[src/design/ireqen_pkg.sv]
package ireqen_pkg;
   // ------------------------------------------------------------
   // register map
   // ------------------------------------------------------------
   localparam int ADDR_W = 12;
   localparam logic [11:0] OFS_REQ0 = 12'hfc0;
   localparam logic [11:0] OFS_ENH0 = 12'hfc1;
   localparam logic [11:0] OFS_ENL0 = 12'hfc2;
   localparam logic [11:0] OFS_REQ1 = 12'hfc3;
   localparam logic [11:0] OFS_REQ2 = 12'hfc6;
   localparam logic [11:0] OFS_EVT_STATUS = 12'hfc9;
   localparam logic [11:0] OFS_EVT_CLEAR = 12'hfca;
   localparam logic [11:0] OFS_EVT_ENABLE = 12'hfcb;
   localparam logic [11:0] OFS_CONTROL = 12'hfcf;
   localparam logic [7:0] RST_BYTE = 8'h00;
   localparam int GE_BIT = 7;
   // ------------------------------------------------------------
   // sources and levels
   // ------------------------------------------------------------
   localparam int NUM_BANKS = 3;
   localparam int NUM_SRC = 24;
   localparam int IDX_W = 5;
   // pulse-type sources per bank, the rest are level-held
   localparam logic [7:0] PULSE_BANK0 = 8'he1;
   localparam logic [7:0] PULSE_BANK1 = 8'hff;
   localparam logic [7:0] PULSE_BANK2 = 8'h9f;
   localparam logic [1:0] LVL_OFF = 2'h0;
   localparam logic [1:0] LVL_ONE = 2'h1;
   localparam logic [1:0] LVL_TOP = 2'h3;
   // event status bits
   localparam int EVT_ACK = 0;
   localparam int EVT_OVERRUN = 1;
   localparam int EVT_POLLED = 2;
   localparam int EVT_W = 3;
endpackage : ireqen_pkg

[src/design/ireqen_arb_if.sv]
`timescale 1ns/1ps
// pending requests with their levels, and the winner
interface ireqen_arb_if;
   logic [23:0] req;
   logic [23:0][1:0] level;
   logic grantValid;
   logic [4:0] grantIdx;
   logic [1:0] grantLevel;
   modport arb (input req, input level, output grantValid, output grantIdx, output grantLevel);
   modport ctl (output req, output level, input grantValid, input grantIdx, input grantLevel);
endinterface : ireqen_arb_if

[src/design/ireqen_flag_bank.sv]
`timescale 1ns/1ps
module ireqen_flag_bank #(
   parameter logic [7:0] PULSE_MASK = 8'h00
) (
   // clock and reset
   input wire logic coreClk,
   input wire logic reset,
   // sources and clears
   input wire logic [7:0] srcReq,
   input wire logic wrEn,
   input wire logic [7:0] wrData,
   input wire logic [7:0] ackClr,
   // pending flags
   output logic [7:0] flags_r
);
   logic [7:0] flags_nxt;

   // ------------------------------------------------------------
   // pending flag latch
   // ------------------------------------------------------------
   // write first, then ack, then new requests on top so none is lost
   always_comb begin
      flags_nxt = flags_r;
      if (wrEn) begin
         flags_nxt = wrData; // zero write clears, held source resets it
      end
      flags_nxt = flags_nxt & ~(ackClr & PULSE_MASK); // ack clears pulse sources only
      flags_nxt = flags_nxt | srcReq; // set wins over clear
   end

   always_ff @(posedge coreClk) begin
      if (reset) begin
         flags_r <= ireqen_pkg::RST_BYTE;
      end else begin
         flags_r <= flags_nxt;
      end
   end
endmodule : ireqen_flag_bank

[src/design/ireqen_arbiter.sv]
`timescale 1ns/1ps
module ireqen_arbiter (
   // requests in, winner out
   ireqen_arb_if.arb arbBus
);
   // ------------------------------------------------------------
   // level then vector order
   // ------------------------------------------------------------
   // scan from the top level down; lower index is earlier in vector order
   always_comb begin
      logic found;
      found = 1'b0;
      arbBus.grantValid = 1'b0;
      arbBus.grantIdx = '0;
      arbBus.grantLevel = ireqen_pkg::LVL_OFF;
      for (int l = int'(ireqen_pkg::LVL_TOP); l >= int'(ireqen_pkg::LVL_ONE); l--) begin
         for (int k = 0; k < ireqen_pkg::NUM_SRC; k++) begin
            if (!found && arbBus.req[k] && arbBus.level[k] == l[1:0]) begin
               found = 1'b1;
               arbBus.grantValid = 1'b1;
               arbBus.grantIdx = k[4:0];
               arbBus.grantLevel = l[1:0];
            end
         end
      end
   end
endmodule : ireqen_arbiter

[src/design/ireqen_top.sv]
`timescale 1ns/1ps
module ireqen_top (
   // clock and reset
   input wire logic coreClk,
   input wire logic reset,
   // register port
   input wire logic [11:0] regAddr,
   input wire logic [7:0] regWrData,
   input wire logic regWrStrobe,
   input wire logic regRdStrobe,
   output logic [7:0] regRdData_r,
   // bank0 sources: timer2..timer0, uart0 rx/tx, two-wire, spi, converter
   input wire logic [7:0] srcBank0,
   // port a and port d pin events with selection
   input wire logic [7:0] portAEvent,
   input wire logic [7:0] portDEvent,
   input wire logic [7:0] portSelect,
   // bank2 sources: timer3, uart1 rx/tx, transfer engine, port c pins 3..0
   input wire logic [7:0] srcBank2,
   // enables of banks 1 and 2 held elsewhere
   input wire logic [7:0] enableHighBank1,
   input wire logic [7:0] enableLowBank1,
   input wire logic [7:0] enableHighBank2,
   input wire logic [7:0] enableLowBank2,
   // processor core
   input wire logic coreAck,
   input wire logic coreEnableInt,
   input wire logic coreDisableInt,
   output logic coreIrq_r,
   output logic [4:0] coreVector_r,
   output logic globalEnable_r,
   // event interrupt
   output logic eventIrq_r
);
   logic [7:0] flagBank [3];
   logic [7:0] srcBank [3];
   logic [7:0] wrBank [3];
   logic [7:0] ackBank [3];
   logic [23:0] ackVec;
   logic [7:0] enableHigh0_r, enableHigh0_nxt;
   logic [7:0] enableLow0_r, enableLow0_nxt;
   logic [2:0] evtStatus_r, evtStatus_nxt;
   logic [2:0] evtEnable_r, evtEnable_nxt;
   logic globalEnable_nxt;
   logic [7:0] regRdData_nxt;
   logic coreIrq_nxt;
   logic [4:0] coreVector_nxt;
   logic eventIrq_nxt;
   logic ackTaken;
   logic [2:0] evtSet;
   logic [7:0] enHigh [3];
   logic [7:0] enLow [3];
   localparam logic [2:0][7:0] PULSE_MASKS = {ireqen_pkg::PULSE_BANK2, ireqen_pkg::PULSE_BANK1,
                                               ireqen_pkg::PULSE_BANK0};
   ireqen_arb_if arbBus ();

   // one-hot decode of a vector index, used for the ack clear
   function automatic logic [23:0] idxOneHot(input logic [4:0] idx);
      logic [23:0] v;
      v = '0;
      for (int k = 0; k < ireqen_pkg::NUM_SRC; k++) begin
         if (idx == k[4:0]) begin
            v[k] = 1'b1;
         end
      end
      return v;
   endfunction : idxOneHot

   // register address match
   function automatic logic hit(input logic [11:0] addr, input logic [11:0] ofs);
      return addr == ofs;
   endfunction : hit

   // ------------------------------------------------------------
   // source routing
   // ------------------------------------------------------------
   // only the selected port drives each pin flag
   assign srcBank[0] = srcBank0;
   assign srcBank[1] = (portAEvent & ~portSelect) | (portDEvent & portSelect);
   assign srcBank[2] = srcBank2;
   assign wrBank[0] = {8{regWrStrobe && hit(regAddr, ireqen_pkg::OFS_REQ0)}};
   assign wrBank[1] = {8{regWrStrobe && hit(regAddr, ireqen_pkg::OFS_REQ1)}};
   assign wrBank[2] = {8{regWrStrobe && hit(regAddr, ireqen_pkg::OFS_REQ2)}};
   assign enHigh[0] = enableHigh0_r;
   assign enLow[0] = enableLow0_r;
   assign enHigh[1] = enableHighBank1;
   assign enLow[1] = enableLowBank1;
   assign enHigh[2] = enableHighBank2;
   assign enLow[2] = enableLowBank2;
   // ack only counts while a request is being offered
   assign ackTaken = coreAck && coreIrq_r;
   assign ackVec = ackTaken ? idxOneHot(coreVector_r) : '0;

   // ------------------------------------------------------------
   // flag banks and vector-order flattening
   // ------------------------------------------------------------
   // vector order: bank0 bit7 first, bank2 bit0 last
   for (genvar b = 0; b < ireqen_pkg::NUM_BANKS; b++) begin : gBank
      for (genvar i = 0; i < 8; i++) begin : gBit
         assign arbBus.req[b * 8 + i] = flagBank[b][7 - i];
         assign arbBus.level[b * 8 + i] = {enHigh[b][7 - i], enLow[b][7 - i]};
         assign ackBank[b][7 - i] = ackVec[b * 8 + i];
      end
      ireqen_flag_bank #(
         .PULSE_MASK(PULSE_MASKS[b])
      ) uFlags (
         .coreClk(coreClk),
         .reset(reset),
         .srcReq(srcBank[b]),
         .wrEn(wrBank[b][0]),
         .wrData(regWrData),
         .ackClr(ackBank[b]),
         .flags_r(flagBank[b])
      );
   end

   ireqen_arbiter uArb (
      .arbBus(arbBus.arb)
   );

   // ------------------------------------------------------------
   // register writes, global enable, events
   // ------------------------------------------------------------
   always_comb begin
      enableHigh0_nxt = enableHigh0_r;
      enableLow0_nxt = enableLow0_r;
      evtEnable_nxt = evtEnable_r;
      globalEnable_nxt = globalEnable_r;
      if (regWrStrobe && hit(regAddr, ireqen_pkg::OFS_ENH0)) begin
         enableHigh0_nxt = regWrData;
      end
      if (regWrStrobe && hit(regAddr, ireqen_pkg::OFS_ENL0)) begin
         enableLow0_nxt = regWrData;
      end
      if (regWrStrobe && hit(regAddr, ireqen_pkg::OFS_EVT_ENABLE)) begin
         evtEnable_nxt = regWrData[2:0];
      end
      if (regWrStrobe && hit(regAddr, ireqen_pkg::OFS_CONTROL)) begin
         globalEnable_nxt = regWrData[ireqen_pkg::GE_BIT];
      end
      if (coreEnableInt) begin
         globalEnable_nxt = 1'b1;
      end
      // disable and ack override any enable in the same cycle
      if (coreDisableInt || ackTaken) begin
         globalEnable_nxt = 1'b0;
      end
      evtSet = '0;
      evtSet[ireqen_pkg::EVT_ACK] = ackTaken;
      evtSet[ireqen_pkg::EVT_OVERRUN] = |((srcBank[0] & flagBank[0]) | (srcBank[1] & flagBank[1])
                                         | (srcBank[2] & flagBank[2]));
      evtSet[ireqen_pkg::EVT_POLLED] = !globalEnable_r && |(srcBank[0] | srcBank[1] | srcBank[2]);
      evtStatus_nxt = evtStatus_r;
      if (regWrStrobe && hit(regAddr, ireqen_pkg::OFS_EVT_CLEAR)) begin
         evtStatus_nxt = evtStatus_r & ~regWrData[2:0];
      end
      evtStatus_nxt = evtStatus_nxt | evtSet; // set beats clear
      eventIrq_nxt = |(evtStatus_nxt & evtEnable_nxt);
   end

   // ------------------------------------------------------------
   // core request and read data
   // ------------------------------------------------------------
   // request drops right after an ack because the enable goes low with it
   always_comb begin
      coreIrq_nxt = arbBus.grantValid && globalEnable_nxt;
      coreVector_nxt = arbBus.grantIdx;
      regRdData_nxt = ireqen_pkg::RST_BYTE;
      if (regRdStrobe) begin
         case (regAddr)
            ireqen_pkg::OFS_REQ0: regRdData_nxt = flagBank[0];
            ireqen_pkg::OFS_ENH0: regRdData_nxt = enableHigh0_r;
            ireqen_pkg::OFS_ENL0: regRdData_nxt = enableLow0_r;
            ireqen_pkg::OFS_REQ1: regRdData_nxt = flagBank[1];
            ireqen_pkg::OFS_REQ2: regRdData_nxt = flagBank[2];
            ireqen_pkg::OFS_EVT_STATUS: regRdData_nxt = {5'h00, evtStatus_r};
            ireqen_pkg::OFS_EVT_ENABLE: regRdData_nxt = {5'h00, evtEnable_r};
            ireqen_pkg::OFS_CONTROL: regRdData_nxt = {globalEnable_r, 7'h00};
            default: regRdData_nxt = ireqen_pkg::RST_BYTE; // unmapped and clear register read zero
         endcase
      end
   end

   always_ff @(posedge coreClk) begin
      if (reset) begin
         enableHigh0_r <= ireqen_pkg::RST_BYTE;
         enableLow0_r <= ireqen_pkg::RST_BYTE;
         evtEnable_r <= '0;
         evtStatus_r <= '0;
         globalEnable_r <= 1'b0;
         eventIrq_r <= 1'b0;
         coreIrq_r <= 1'b0;
         coreVector_r <= '0;
         regRdData_r <= ireqen_pkg::RST_BYTE;
      end else begin
         enableHigh0_r <= enableHigh0_nxt;
         enableLow0_r <= enableLow0_nxt;
         evtEnable_r <= evtEnable_nxt;
         evtStatus_r <= evtStatus_nxt;
         globalEnable_r <= globalEnable_nxt;
         eventIrq_r <= eventIrq_nxt;
         coreIrq_r <= coreIrq_nxt;
         coreVector_r <= coreVector_nxt;
         regRdData_r <= regRdData_nxt;
      end
   end

   // highest pending enabled level, independent of the arbiter loop
   logic [1:0] maxLevel;
   always_comb begin
      maxLevel = ireqen_pkg::LVL_OFF;
      for (int k = 0; k < ireqen_pkg::NUM_SRC; k++) begin
         if (arbBus.req[k] && arbBus.level[k] > maxLevel) begin
            maxLevel = arbBus.level[k];
         end
      end
   end
endmodule : ireqen_top

[config.mk]
export PLATFORM = sky130hd
export DESIGN_NAME = ireqen_top
export DESIGN_NICKNAME = d
export VERILOG_FILES = /design/src/design/ireqen_pkg.sv /design/src/design/ireqen_arb_if.sv /design/src/design/ireqen_flag_bank.sv /design/src/design/ireqen_arbiter.sv /design/src/design/ireqen_top.sv
export SDC_FILE = /design/constraint.sdc
export NUM_CORES = 1
export LEC_CHECK = 0
export BUFFER_PORTS_ARGS = -buffer_cell sky130_fd_sc_hd__buf_2
export CELL_PAD_IN_SITES_DETAIL_PLACEMENT = 1
export CELL_PAD_IN_SITES_GLOBAL_PLACEMENT = 2
export CORE_ASPECT_RATIO = 1.5
export CORE_UTILIZATION = 34
export CTS_BUF_LIST = sky130_fd_sc_hd__clkbuf_4
export DETAILED_ROUTE_END_ITERATION = 16
export PLACE_DENSITY_LB_ADDON = 0.1
export SYNTH_ARGS = -nofsm -noshare
export SYNTH_HDL_FRONTEND = slang
export SYNTH_SLANG_ARGS = --single-unit
[constraint.sdc]
create_clock -name coreClk -period 4.1 [get_ports coreClk]
set_clock_uncertainty 0.2 [all_clocks]
set_input_delay 0.41 -clock coreClk [delete_from_list [all_inputs] [get_ports coreClk]]
set_output_delay 0.41 -clock coreClk [all_outputs]
set_load 0.01 [all_outputs]
# Word-level counts from Yosys, hierarchy flattened
# Index checks and enable logic that the tools add are counted.
[classes]
eq_ne = 104
n_mux = 177
bitwise = 25
reduce_logical = 233
[ops]
columns = ["operator", "count"]
rows = [
  ["$mux W5", 56],
  ["$logic_and A1 B1 Y1", 154],
  ["$eq A12 B12 Y1 const B", 9],
  ["$mux W1", 100],
  ["$eq A2 B2 Y1 const B", 48],
  ["$logic_not A1 Y1", 72],
  ["$and A8 B8 Y8", 8],
  ["$or A8 B8 Y8", 8],
  ["$pmux W8 S8", 1],
  ["$eq A2 B1 Y1 const B", 24],
  ["$eq A5 B4 Y1 const B", 8],
  ["$eq A5 B5 Y1 const B", 8],
  ["$mux W4", 8],
  ["$not A8 Y8", 4],
  ["$mux W24", 1],
  ["$mux W8", 3],
  ["$eq A5 B3 Y1 const B", 4],
  ["$mux W3", 6],
  ["$reduce_or A8 Y1", 2],
  ["$eq A5 B2 Y1 const B", 2],
  ["$reduce_or A9 Y1", 1],
  ["$and A3 B3 Y3", 2],
  ["$eq A5 B1 Y1 const B", 1],
  ["$logic_not A5 Y1", 1],
  ["7 further kinds", 8],
]
[word_totals]
ff_bits = 62
input_bits = 99
word_cells = 552

# Depth between registers and ports, before layout
# Gate-level depths: netlist (run 1).
[logic_depth]
depth_word = 288
ltp_mapped = 9

# Modules after synthesis
# A second synthesis (run 1) with hierarchy kept.
[unflattened]
cells_unflattened = 638
area_unflattened_um2 = 5122.4
[by_module_without_submodules]
columns = ["module", "n_inst", "cells_per_inst", "area_each_um2", "seq_area_each_um2"]
rows = [
  ["ireqen_top", 1, 261, 2263.4, 760.7],
  ["ireqen_arbiter", 1, 275, 1690.4, 0.0],
  ["ireqen_flag_bank (gBank[1].uFlags)", 1, 34, 412.9, 160.2],
  ["ireqen_flag_bank (gBank[2].uFlags)", 1, 34, 389.1, 160.2],
  ["ireqen_flag_bank (gBank[0].uFlags)", 1, 34, 366.6, 160.2],
]

# Least setup slack after synthesis (run 1)
# OpenSTA, ideal clock, no wires.
[synth_timing]
path_kind = "in2reg"
startpoint = "in regAddr[4]"
endpoint = "reg gBank[0].uFlags.flags_r[0]"
setup_time_ns = 0.128
arrival_time_ns = 2.019
required_time_ns = 3.772
slack_ns = 1.754
path_stages = 6
path_cell_list = "nand4bb_4 > or4_4 > nor4b_4 > mux2_2 > a21oi_1 > nor2_1"
[synth_via]
elab_chain_len = 5
[synth_rtl]
columns = ["item", "line_no", "rtl"]
rows = [
  ["start, declared", "ireqen_top.sv:7", "input wire logic [11:0] regAddr,"],
  ["$eq A12 B12 Y1", "ireqen_top.sv:71", "return addr == ofs;"],
  ["$logic_and A1 B1 Y1", "ireqen_top.sv:81", "assign wrBank[0] = {8{regWrStrobe && hit(regAddr, ireqen_pkg::OFS_REQ0)}};"],
  ["$mux W8", "ireqen_flag_bank.sv:24", "if (wrEn) begin"],
  ["$and A8 B8 Y8", "ireqen_flag_bank.sv:27", "flags_nxt = flags_nxt & ~(ackClr & PULSE_MASK);"],
  ["$or A8 B8 Y8", "ireqen_flag_bank.sv:28", "flags_nxt = flags_nxt | srcReq;"],
  ["end signal, assigned", "ireqen_flag_bank.sv:33", "flags_r <= ireqen_pkg::RST_BYTE;"],
  ["end signal, assigned", "ireqen_flag_bank.sv:35", "flags_r <= flags_nxt;"],
  ["end, declared", "ireqen_flag_bank.sv:14", "output logic [7:0] flags_r"],
]
# Every way passes these cells.
# A chain may end at the register's enable or synchronous reset.

# Worst setup path in the final report (run 1)
[layout_timing]
startpoint = "reg gBank[0].uFlags.flags_r[7]"
endpoint = "reg coreVector_r[3]"
[layout_via]
elab_chain_len = 286
elab_cells_between_ends = 342
classes_between = "127 x mux; 215 x reduce/logical"
[layout_rtl]
columns = ["item", "line_no", "rtl"]
rows = [
  ["$logic_and A1 B1 Y1", "ireqen_arbiter.sv:18", "if (!found && arbBus.req[k] && arbBus.level[k] == l[1:0]) begin"],
  ["$mux W1", "ireqen_arbiter.sv:18", ""],
  ["$logic_not A1 Y1", "ireqen_arbiter.sv:18", ""],
  ["$logic_and A1 B1 Y1 (2 in series)", "ireqen_arbiter.sv:18", ""],
  ["$mux W1", "ireqen_arbiter.sv:18", ""],
  ["$logic_not A1 Y1", "ireqen_arbiter.sv:18", ""],
  ["$logic_and A1 B1 Y1 (2 in series)", "ireqen_arbiter.sv:18", ""],
  ["$mux W1", "ireqen_arbiter.sv:18", ""],
  ["[... 265 more ...]", "-", ""],
  ["$logic_and A1 B1 Y1 (2 in series)", "ireqen_arbiter.sv:18", ""],
  ["$mux W1", "ireqen_arbiter.sv:18", ""],
  ["$logic_not A1 Y1", "ireqen_arbiter.sv:18", ""],
  ["$logic_and A1 B1 Y1 (2 in series)", "ireqen_arbiter.sv:18", ""],
  ["$mux W1", "ireqen_arbiter.sv:18", ""],
  ["$logic_not A1 Y1", "ireqen_arbiter.sv:18", ""],
  ["$logic_and A1 B1 Y1 (2 in series)", "ireqen_arbiter.sv:18", ""],
  ["$reduce_or A9 Y1 (no line)", "-", ""],
  ["end signal, assigned", "ireqen_top.sv:203", "coreVector_r <= coreVector_nxt;"],
  ["end, declared", "ireqen_top.sv:30", "output logic [4:0] coreVector_r,"],
]
# Parallel ways exist; a longest one is shown, timed or not.

==> results of run 1 <==
==> path summary, 6_finish.rpt <==
check | from | end | slack, ps | cells past startpoint
worst max register to register | gBank[0].uFlags.flags_r[7]$_SDFF_PP0_ | coreVector_r[3]$_SDFF_PP0_ | 1090 | 8
worst min-delay path | srcBank2[1] | gBank[2].uFlags.flags_r[1]$_SDFF_PP0_ | 40 | 3
worst min register to register | evtStatus_r[0]$_SDFF_PP0_ | evtStatus_r[0]$_SDFF_PP0_ | 310 | 2
worst max-delay path | gBank[0].uFlags.flags_r[7]$_SDFF_PP0_ | coreVector_r[3]$_SDFF_PP0_ | 1090 | 8
==> through the flow <==
| step | utilization (%) | worst slack (ps) |
|---|---|---|
| after floorplan | - | 1750 |
| after global placement | 40.4 | 1100 |
| after detailed placement | 40.4 | 1070 |
| after CTS | 41.7 | 1100 |
| after global routing | 41.7 | 829 |
| final | 41.7 | 1090 |
==> cells in the mapped netlist, types with 3 or more instances <==
library cell / instances
nand2_1: 77
nor2_1: 66
dfxtp_1: 62
a21oi_1: 51
nand3_1: 45
nand3b_1: 34
mux2i_1: 25
nand4_1: 23
o21ai_0: 20
clkbuf_1: 16
nor3_1: 15
nor4_1: 14
nand2b_1: 13
nor2b_1: 13
a31oi_1: 11
inv_1: 10
a22oi_1: 9
mux2_2: 9
a211oi_1: 8
a221oi_1: 8
and3_1: 8
o22ai_1: 8
a222oi_1: 5
a22o_1: 5
and2_1: 5
buf_2: 5
o31ai_1: 5
a41oi_1: 4
o2111ai_1: 4
o211ai_1: 3
o21a_1: 3
==> cell type report <==
type	count	area [um^2]	area share, %
tap	162	203	3.58
sequential	62	1240	21.9
clock inverter	7	97.6	1.72
timing repair buffer	123	641	11.3
multi-input combinational	539	3380	59.7
clock buffer	9	67.6	1.19
inverter	10	37.5	0.662
==> sequential cells by signal, indices dropped and copies added (netlist names), 3 cells and up <==
signal                flops
evtStatus_r               3
coreVector_r              5
enableLow0_r              8
gBank.uFlags.flags_r     24
evtEnable_r               3
regRdData_r               8
enableHigh0_r             8
==> worst register-to-register path, delay by kind of cell (launching register included) <==
| kind | cells | cell delay [ps] |
|---|---|---|
| simple gates | 5 | 1600 |
| flops | 1 | 410 |
| compound gates | 2 | 500 |
| buf+inv | 1 | 220 |
==> kinds of logic (layout without fill, tap and decap cells) <==
group | Yosys count | in the layout | synth area share [%]
DFF | 62 | 62 | 26.1
AOI/OAI and AO/OA | 163 | 163 | 23.1
muxes | 34 | 34 | 7.38
and+or+nand+nor | 342 | 342 | 40.5
buffers and inverters | 33 | 149 | 2.97
==> power by group through the flow <==
stage	Sequential [mW]	Combinational (mW)	Clock, mW
4_1_cts	0.702	0.375	0.512
6_report	0.703	0.378	0.508
2_1_floorplan	0.675	0.216	0
3_5_place_dp	0.715	0.372	0
5_1_grt	0.707	0.409	0.533
3_3_place_gp	0.715	0.368	0
==> repair_timing <==
action | in CTS | in global routing
endpoints found under the setup margin | 0 | 0
hold buffers | 1 | 0
endpoints found under the hold margin | 2 | 0
setup buffers | 0 | 0
==> layer usage <==
metal / part of all wire [%] / vias to the layer above / global-route usage, %
li1: - / 2661 / -
met1: 37 / 2695 / 31.9
met2: 54 / 191 / 58.6
met3: 4.0 / 59 / 4.76
met4: 5.2 / 0 / 15.9
met5: 0 / - / 0
==> results, run 1 <==
- The run finished with clean final reports.
- The clock insertion delay at the later pin of the skew report is 450 ps.
- For this run, the detailed router's first-pass iteration total came to 5.
- Walking the worst path, the cells encountered are nand3_1 > nand4_4 > nor4_4 > buf_4 > nand4_1 > nor3_1 > a31oi_1 > a41oi_1.
- The number of global-route vias before repair came to 5,841.
- The mapped netlist covers 4760 um^2.
- The total congestion overflow after global routing is 0.
- The post-route antenna net violation count is 0.
- In this run the power density over the cells is 280 nW/um^2.
- TritonCTS built the clock tree.
- The via count normalized by instance count is 6.15.
- In the layout the commonest cells are buf_2 (114), nand2_1 (77), nor2_1 (66), dfxtp_1 (62), a21oi_1 (51).
- The final cell count without fillers is 912.
- The number of instances in the synthesized netlist is 634.
- The maximum number of buffers from clock root to sink is 2.
- For this design the top-level I/O count stands at 115.
- The total number of placement rows is 52.
- The main flop type after synthesis is dfxtp_1.
- The number of flip-flops and latches in the synthesized netlist is 62.
- For this run, the post-layout net count is 844.
- The routed layout has 5,606 vias.
- The slowest stage of the critical path is the nand4_1 cell.
- Sequential cells burn 44.2% of the power.
- The data required time of the worst path is 4250 ps.
- Setup violations remaining at the end of the flow were counted as 0.
- A synthesized cell averages 7.52 um^2.
- The count of warnings emitted by yosys is 0.
- Summed over all layers, the routed wires come to 21,800 um.
- In this run the cell area measured after placement is 5490 um^2.
- In this run, CTS created clock tree buffers numbering 9.
- The net count after synthesis is 733.
- The number of sinks handled by clock tree synthesis is 62.
- The fraction of power spent switching nets is 35.6%.
- The die footprint is 14,500 um^2.
- The root buffer cell chosen for the clock tree is clkbuf_4.
- In this run the static leakage power is 2.28 nW.
- The maximum fanout along the worst path is 14.
- Summing all non-filler instances in the final layout gives an area of 5670 um^2.
- The min-delay analysis places its worst path in the category input pin to flip-flop.
- The element type at the critical path start is a flip-flop.
- The combinational cell fraction of total power is 23.8%.
- The post-route minimum period is 3010 ps.
- The final critical path takes up 73.5% of the cycle.
- The final number of max-transition violations is 0.
- The number of distinct library cells after synthesis is 70.
- Static timing analysis puts the maximum clock frequency at 0.332 GHz.
- The starting density of the core is 35.0%.
- The number of antenna violations at the first check in global routing is 0.
- Counting tap cells, the placed design contains a total of 895 instances.
- Counting both buffers and inverters, the worst setup path holds a total of 1.
- Setup repair after global routing left no endpoint under its margin.
- In this run the standard cell core region covers 13,600 um^2.
- For this run, the total global-route usage over all layers was measured as 30.7%.
- The number of antenna cells inserted is 0.
- The cell class contributing the biggest share of worst-path delay is simple AND/OR/NAND/NOR gates.
- The kind of capture point of the worst setup path is a flip-flop.
- The library cell used most frequently in the layout, excluding fill and tap cells, is buf_2.
- The normalized max-slew margin is 35.2%.
- The share of final-layout standard cells stronger than drive strength 1 is 22.7%.
- The power dissipated by switching net loads is 565 uW.
- The first global-routing pass estimated 33,400 um of wire.
- Max-cap violations in this run came to 0.
- The fraction of registers with async set/reset is 0%.
- The final hold slack is 37.5 ps.
- The count of input and output buffers is 114.
- For the pin with the worst max-slew slack, the measured transition is 964 ps.
- Sorting the synthesized cells by area gives the leading types as dfxtp_1 (26%), nand2_1 (6.1%), a21oi_1 (5.4%).
- The stage delay of the slowest cell on the critical path is 520 ps.
- Entering global routing, the biggest net connects 50 pins.
- The biggest area contributor in the post-synthesis netlist is dfxtp_1.
- The power consumption is 1.59 mW.
- The half-perimeter wire length of the detailed placement result is 17,800 um.
- The die is 147 um tall.
- The worst setup path is of the flip-flop to flip-flop kind.
- For this block, the initial DRC count from the detailed router was 258.
- The total number of H-tree levels is 3.
- Cell internal power was estimated by the tool at 1.02 mW.
- The arrival time of data at the critical path endpoint is 3160 ps.
- The clock-pin slew on the worst setup and hold paths is 130 ps.
- The count of filler cells inserted in the layout is 1,767.
- For the final routed database, the setup TNS stands at 0 ps.
- The hold violation total from the final report is 0.
- Routability-driven placement finished with a final weighted congestion of 0.936.
- The worst-case vdd ir drop is 0.000166 V.
- The die boundary width is 98.7 um.
- The synthesized design contains 0 enable-type register cells.
- Sequential elements use 26.1% of the synthesized area.
- The clock network fraction of design power is 32.0%.
- The number of gates resized after CTS is 0.
- The share of synthesized area in the top cell type comes to 26.1%.
- The average wire per cell in the routed design is 23.9 um.
- From synthesis to final layout, the design area changed by 19.0%.
- The number of remaining DRC errors is 0.
Note: power is estimated with default switching activity, not from simulation.
==> run 2: changes to the inputs <==
Settings changed: CORE_UTILIZATION 34 to 31.
Clock period 4.1 ns to 3 ns, I/O delays scaled along.
==> run 2 against run 1 <==
Net effect: power rose by 36%; worst setup slack got worse by 710 ps; count of clock-buffer cells in the layout did not move; non-clock buffer count rose by 60; flip-flop and latch count did not move; global-route usage rose by 0.91 points; via count rose by 7.4%; final cell count rose by 11%; fmax rose by 15%; sequential share of layout area fell by 1.9 points; critical endpoint is now coreVector_r[1]$_SDFF_PP0_; largest power group unchanged.
==> results, run 2 (synthesis gave the netlist of run 1 again) <==
- Status: finished, final reports clean (unchanged).
- The total congestion overflow after global routing is 0 (unchanged).
- The length of the first detailed-routing pass in iterations is 5 (unchanged).
- The worst-case vdd ir drop was 0.000224 V (was 0.000166 V).
- The final weighted congestion in routability-driven placement was 0.949 (was 0.936).
- The post-route antenna net violation count is 0 (unchanged).
- The I/O pin count is 115 (unchanged).
- The post-route minimum period came to 2630 ps (was 3010 ps).
- The setup slack on the worst flop-to-flop path was 370 ps (was 1090 ps).
- The number of placed instances, taps included came to 966 (was 895).
- Most used cells in the layout excluding fill and tap cells: buf_2 (114), nand2_1 (77), nor2_1 (66), dfxtp_1 (62), a21oi_1 (51) (unchanged).
- The number of cells on the worst reg-to-reg path was 8 (unchanged).
- The final number of max-transition violations is 0 (unchanged).
- The total number of H-tree levels is 3 (unchanged).
- The worst-case setup slack after placement is 259 ps (was 1070 ps).
- The leading cell type in the layout, fill and taps excluded is buf_2 (unchanged).
- The peak-usage layer in the global routing report is met2 (unchanged).
- The element type at the critical path start is a flip-flop (unchanged).
- The number of instances on the worst hold path is 3 (unchanged).
- The end point of the worst hold path is gBank[1].uFlags.flags_r[4]$_SDFF_PP0_ (was gBank[2].uFlags.flags_r[1]$_SDFF_PP0_).
- The via count normalized by instance count was 5.96 (was 6.15).
- The starting density of the core is 31.6% (was 35.0%).
- The kind of capture point of the worst setup path is a flip-flop (unchanged).
- The setup-violating endpoint count in the final report is 0 (unchanged).
- The largest net degree at the start of global routing is 52 (was 50).
- The number of buffers inserted during clock tree synthesis is 9 (unchanged).
- The layout overhead on the synthesized area is 30.1% (was 19.0%).
- The number of sinks handled by clock tree synthesis is 62 (unchanged).
- The root cell of the clock tree is clkbuf_4 (unchanged).
- The normalized max-slew margin is 41.2% (was 35.2%).
- The type of the worst setup path is flip-flop to flip-flop (unchanged).
- The die footprint is 15,900 um^2 (was 14,500 um^2).
- The number of flip-flops in the largest register was 24 (unchanged).
- The layout net count is 904 (was 844).
- The post-cts hold buffer count came to 27 (was 1).
- The startpoint of the lowest-slack register-to-register path is gBank[1].uFlags.flags_r[0]$_SDFF_PP0_ (was gBank[0].uFlags.flags_r[7]$_SDFF_PP0_).
- Unrepaired setup endpoints after global routing: false (unchanged).
- The register name with the most flops was gBank.uFlags.flags_r (unchanged).
- The average wire per cell in the routed design was 23.8 um (was 23.9 um).
- The total number of placement rows came to 55 (was 52).
- The power per cell area is 348 nW/um^2 (was 280 nW/um^2).
- The startpoint of the most critical hold path is portDEvent[4] (was srcBank2[1]).
- The die boundary width is 103 um (was 98.7 um).
- The transition time at the pin with the least slew margin is 881 ps (was 964 ps).
- The clock-pin slew on the worst setup and hold paths was 110 ps (was 130 ps).
- The combined global-route utilization of all metal layers is 31.6% (was 30.7%).
- The highest clock frequency the design can meet is 0.381 GHz (was 0.332 GHz).
- The hold violation total from the final report is 0 (unchanged).
- The post-route worst setup slack is 372 ps (was 1090 ps).
- The clock insertion delay at the later pin of the skew report is 430 ps (was 450 ps).
- The maximum number of buffers from clock root to sink is 2 (unchanged).
- The half-perimeter wire length of the detailed placement result is 19,800 um (was 17,800 um).
- The arrival time of data at the critical path endpoint was 2710 ps (was 3160 ps).
- The final hold slack came to 44.5 ps (was 37.5 ps).
- The CTS tree is built (unchanged).
- The detailed-route via count is 6,020 (was 5,606).
- The number of setup buffers added after CTS is 0 (unchanged).
- The share of final-layout standard cells stronger than drive strength 1 is 25.1% (was 22.7%).
- The worst hold-check path type is input pin to flip-flop (unchanged).
- The data required time of the worst path was 3090 ps (was 4250 ps).
- The initial detailed-routing violation count is 295 (was 258).
- The footprint of the multi-input gates came to 3380 um^2 (unchanged).
- The met1 usage in global routing is 31.5% (was 31.9%).
- The count of maximum capacitance violations came to 0 (unchanged).
- The sequential cell area is 1240 um^2 (unchanged).
- The chip height is 154 um (was 147 um).
- The number of global-route vias before repair is 6,330 (was 5,841).
- The count of input and output buffers is 114 (unchanged).
- The count of filler cells inserted in the layout is 1,967 (was 1,767).
- The total negative slack for setup checks came to 0 ps (unchanged).
- The post-route clock period utilization is 87.6% (was 73.5%).
- The global-route track usage on met2 is 57.5% (was 58.6%).
- The core footprint was 15,100 um^2 (was 13,600 um^2).
- The number of gates resized after CTS is 0 (unchanged).
- The number of remaining DRC errors is 0 (unchanged).
- The number of antenna violations at the first check in global routing was 1 (was 0).
- The fraction of met3 tracks used by global routing is 4.00% (was 4.76%).
- The maximum fanout along the worst path is 9 (was 14).
- The final wirelength is 24,100 um (was 21,800 um).
- The final cell count without fillers was 1,010 (was 912).
- The capturing point of the worst reg2reg path is coreVector_r[1]$_SDFF_PP0_ (was coreVector_r[3]$_SDFF_PP0_).
- The leakage component of the power is 2.55 nW (was 2.28 nW).
- The wire length of the first global-routing pass is 36,400 um (was 33,400 um).
## run 2: worst max-delay path by stage
stage	slack [ps]	cells after the start	from	end
after global routing	240	8	enableLow0_r[4]$_SDFFE_PP0P_	coreVector_r[1]$_SDFF_PP0_
final	370	8	gBank[1].uFlags.flags_r[0]$_SDFF_PP0_	coreVector_r[1]$_SDFF_PP0_
after CTS	380	8	enableLow0_r[4]$_SDFFE_PP0P_	coreVector_r[1]$_SDFF_PP0_
after detailed placement	260	8	regAddr[4]	gBank[1].uFlags.flags_r[6]$_SDFF_PP0_
after floorplan	760	6	regAddr[4]	gBank[0].uFlags.flags_r[0]$_SDFF_PP0_
after global placement	250	8	regAddr[4]	gBank[1].uFlags.flags_r[6]$_SDFF_PP0_
## run 2: routing by layer
metal / vias to the layer above / wire, um / share of wire, %
li1: 2784 / - / -
met1: 2932 / 8670 / 36
met2: 213 / 12600 / 52
met3: 91 / 794 / 3.3
met4: 0 / 2020 / 8.4
met5: - / 0 / 0
## run 2: metrics by stage
stage	power [mW]	utilization [%]	area, um^2
floorplan	1.22	-	4760
global placement	1.54	38.5	5800
detailed placement	1.55	38.5	5800
CTS	2.17	41.1	6200
global route	2.25	41.1	6200
finish	2.16	41.1	6200
## run 2: cell type report
type | count | share of cell area (%)
Antenna cell | 1 | 0.0404
Clock inverter | 7 | 1.05
Sequential cell | 62 | 20.0
Inverter | 10 | 0.605
Multi-Input combinational cell | 539 | 54.5
Clock buffer | 9 | 1.09
Timing Repair Buffer | 183 | 18.6
Tap cell | 199 | 4.02
## run 2: worst max-delay path, cell delays in order, from the launching register on
cell and delay, ps:
dfxtp_1 540, nand3_1 300, nand4b_4 200, nor3_4 70, nand4_1 220, buf_4 220
o22ai_1 130, a311oi_1 430, a41oi_1 180
## run 2: where the power goes
group | internal, mW | leakage [nW] | total (mW) | switching, mW
sequential | 0.861 | 0.510 | 0.940 | 0.0791
combinational | 0.263 | 1.96 | 0.630 | 0.368
clock | 0.248 | 0.0731 | 0.585 | 0.337
total | 1.37 | 2.55 | 2.16 | 0.784
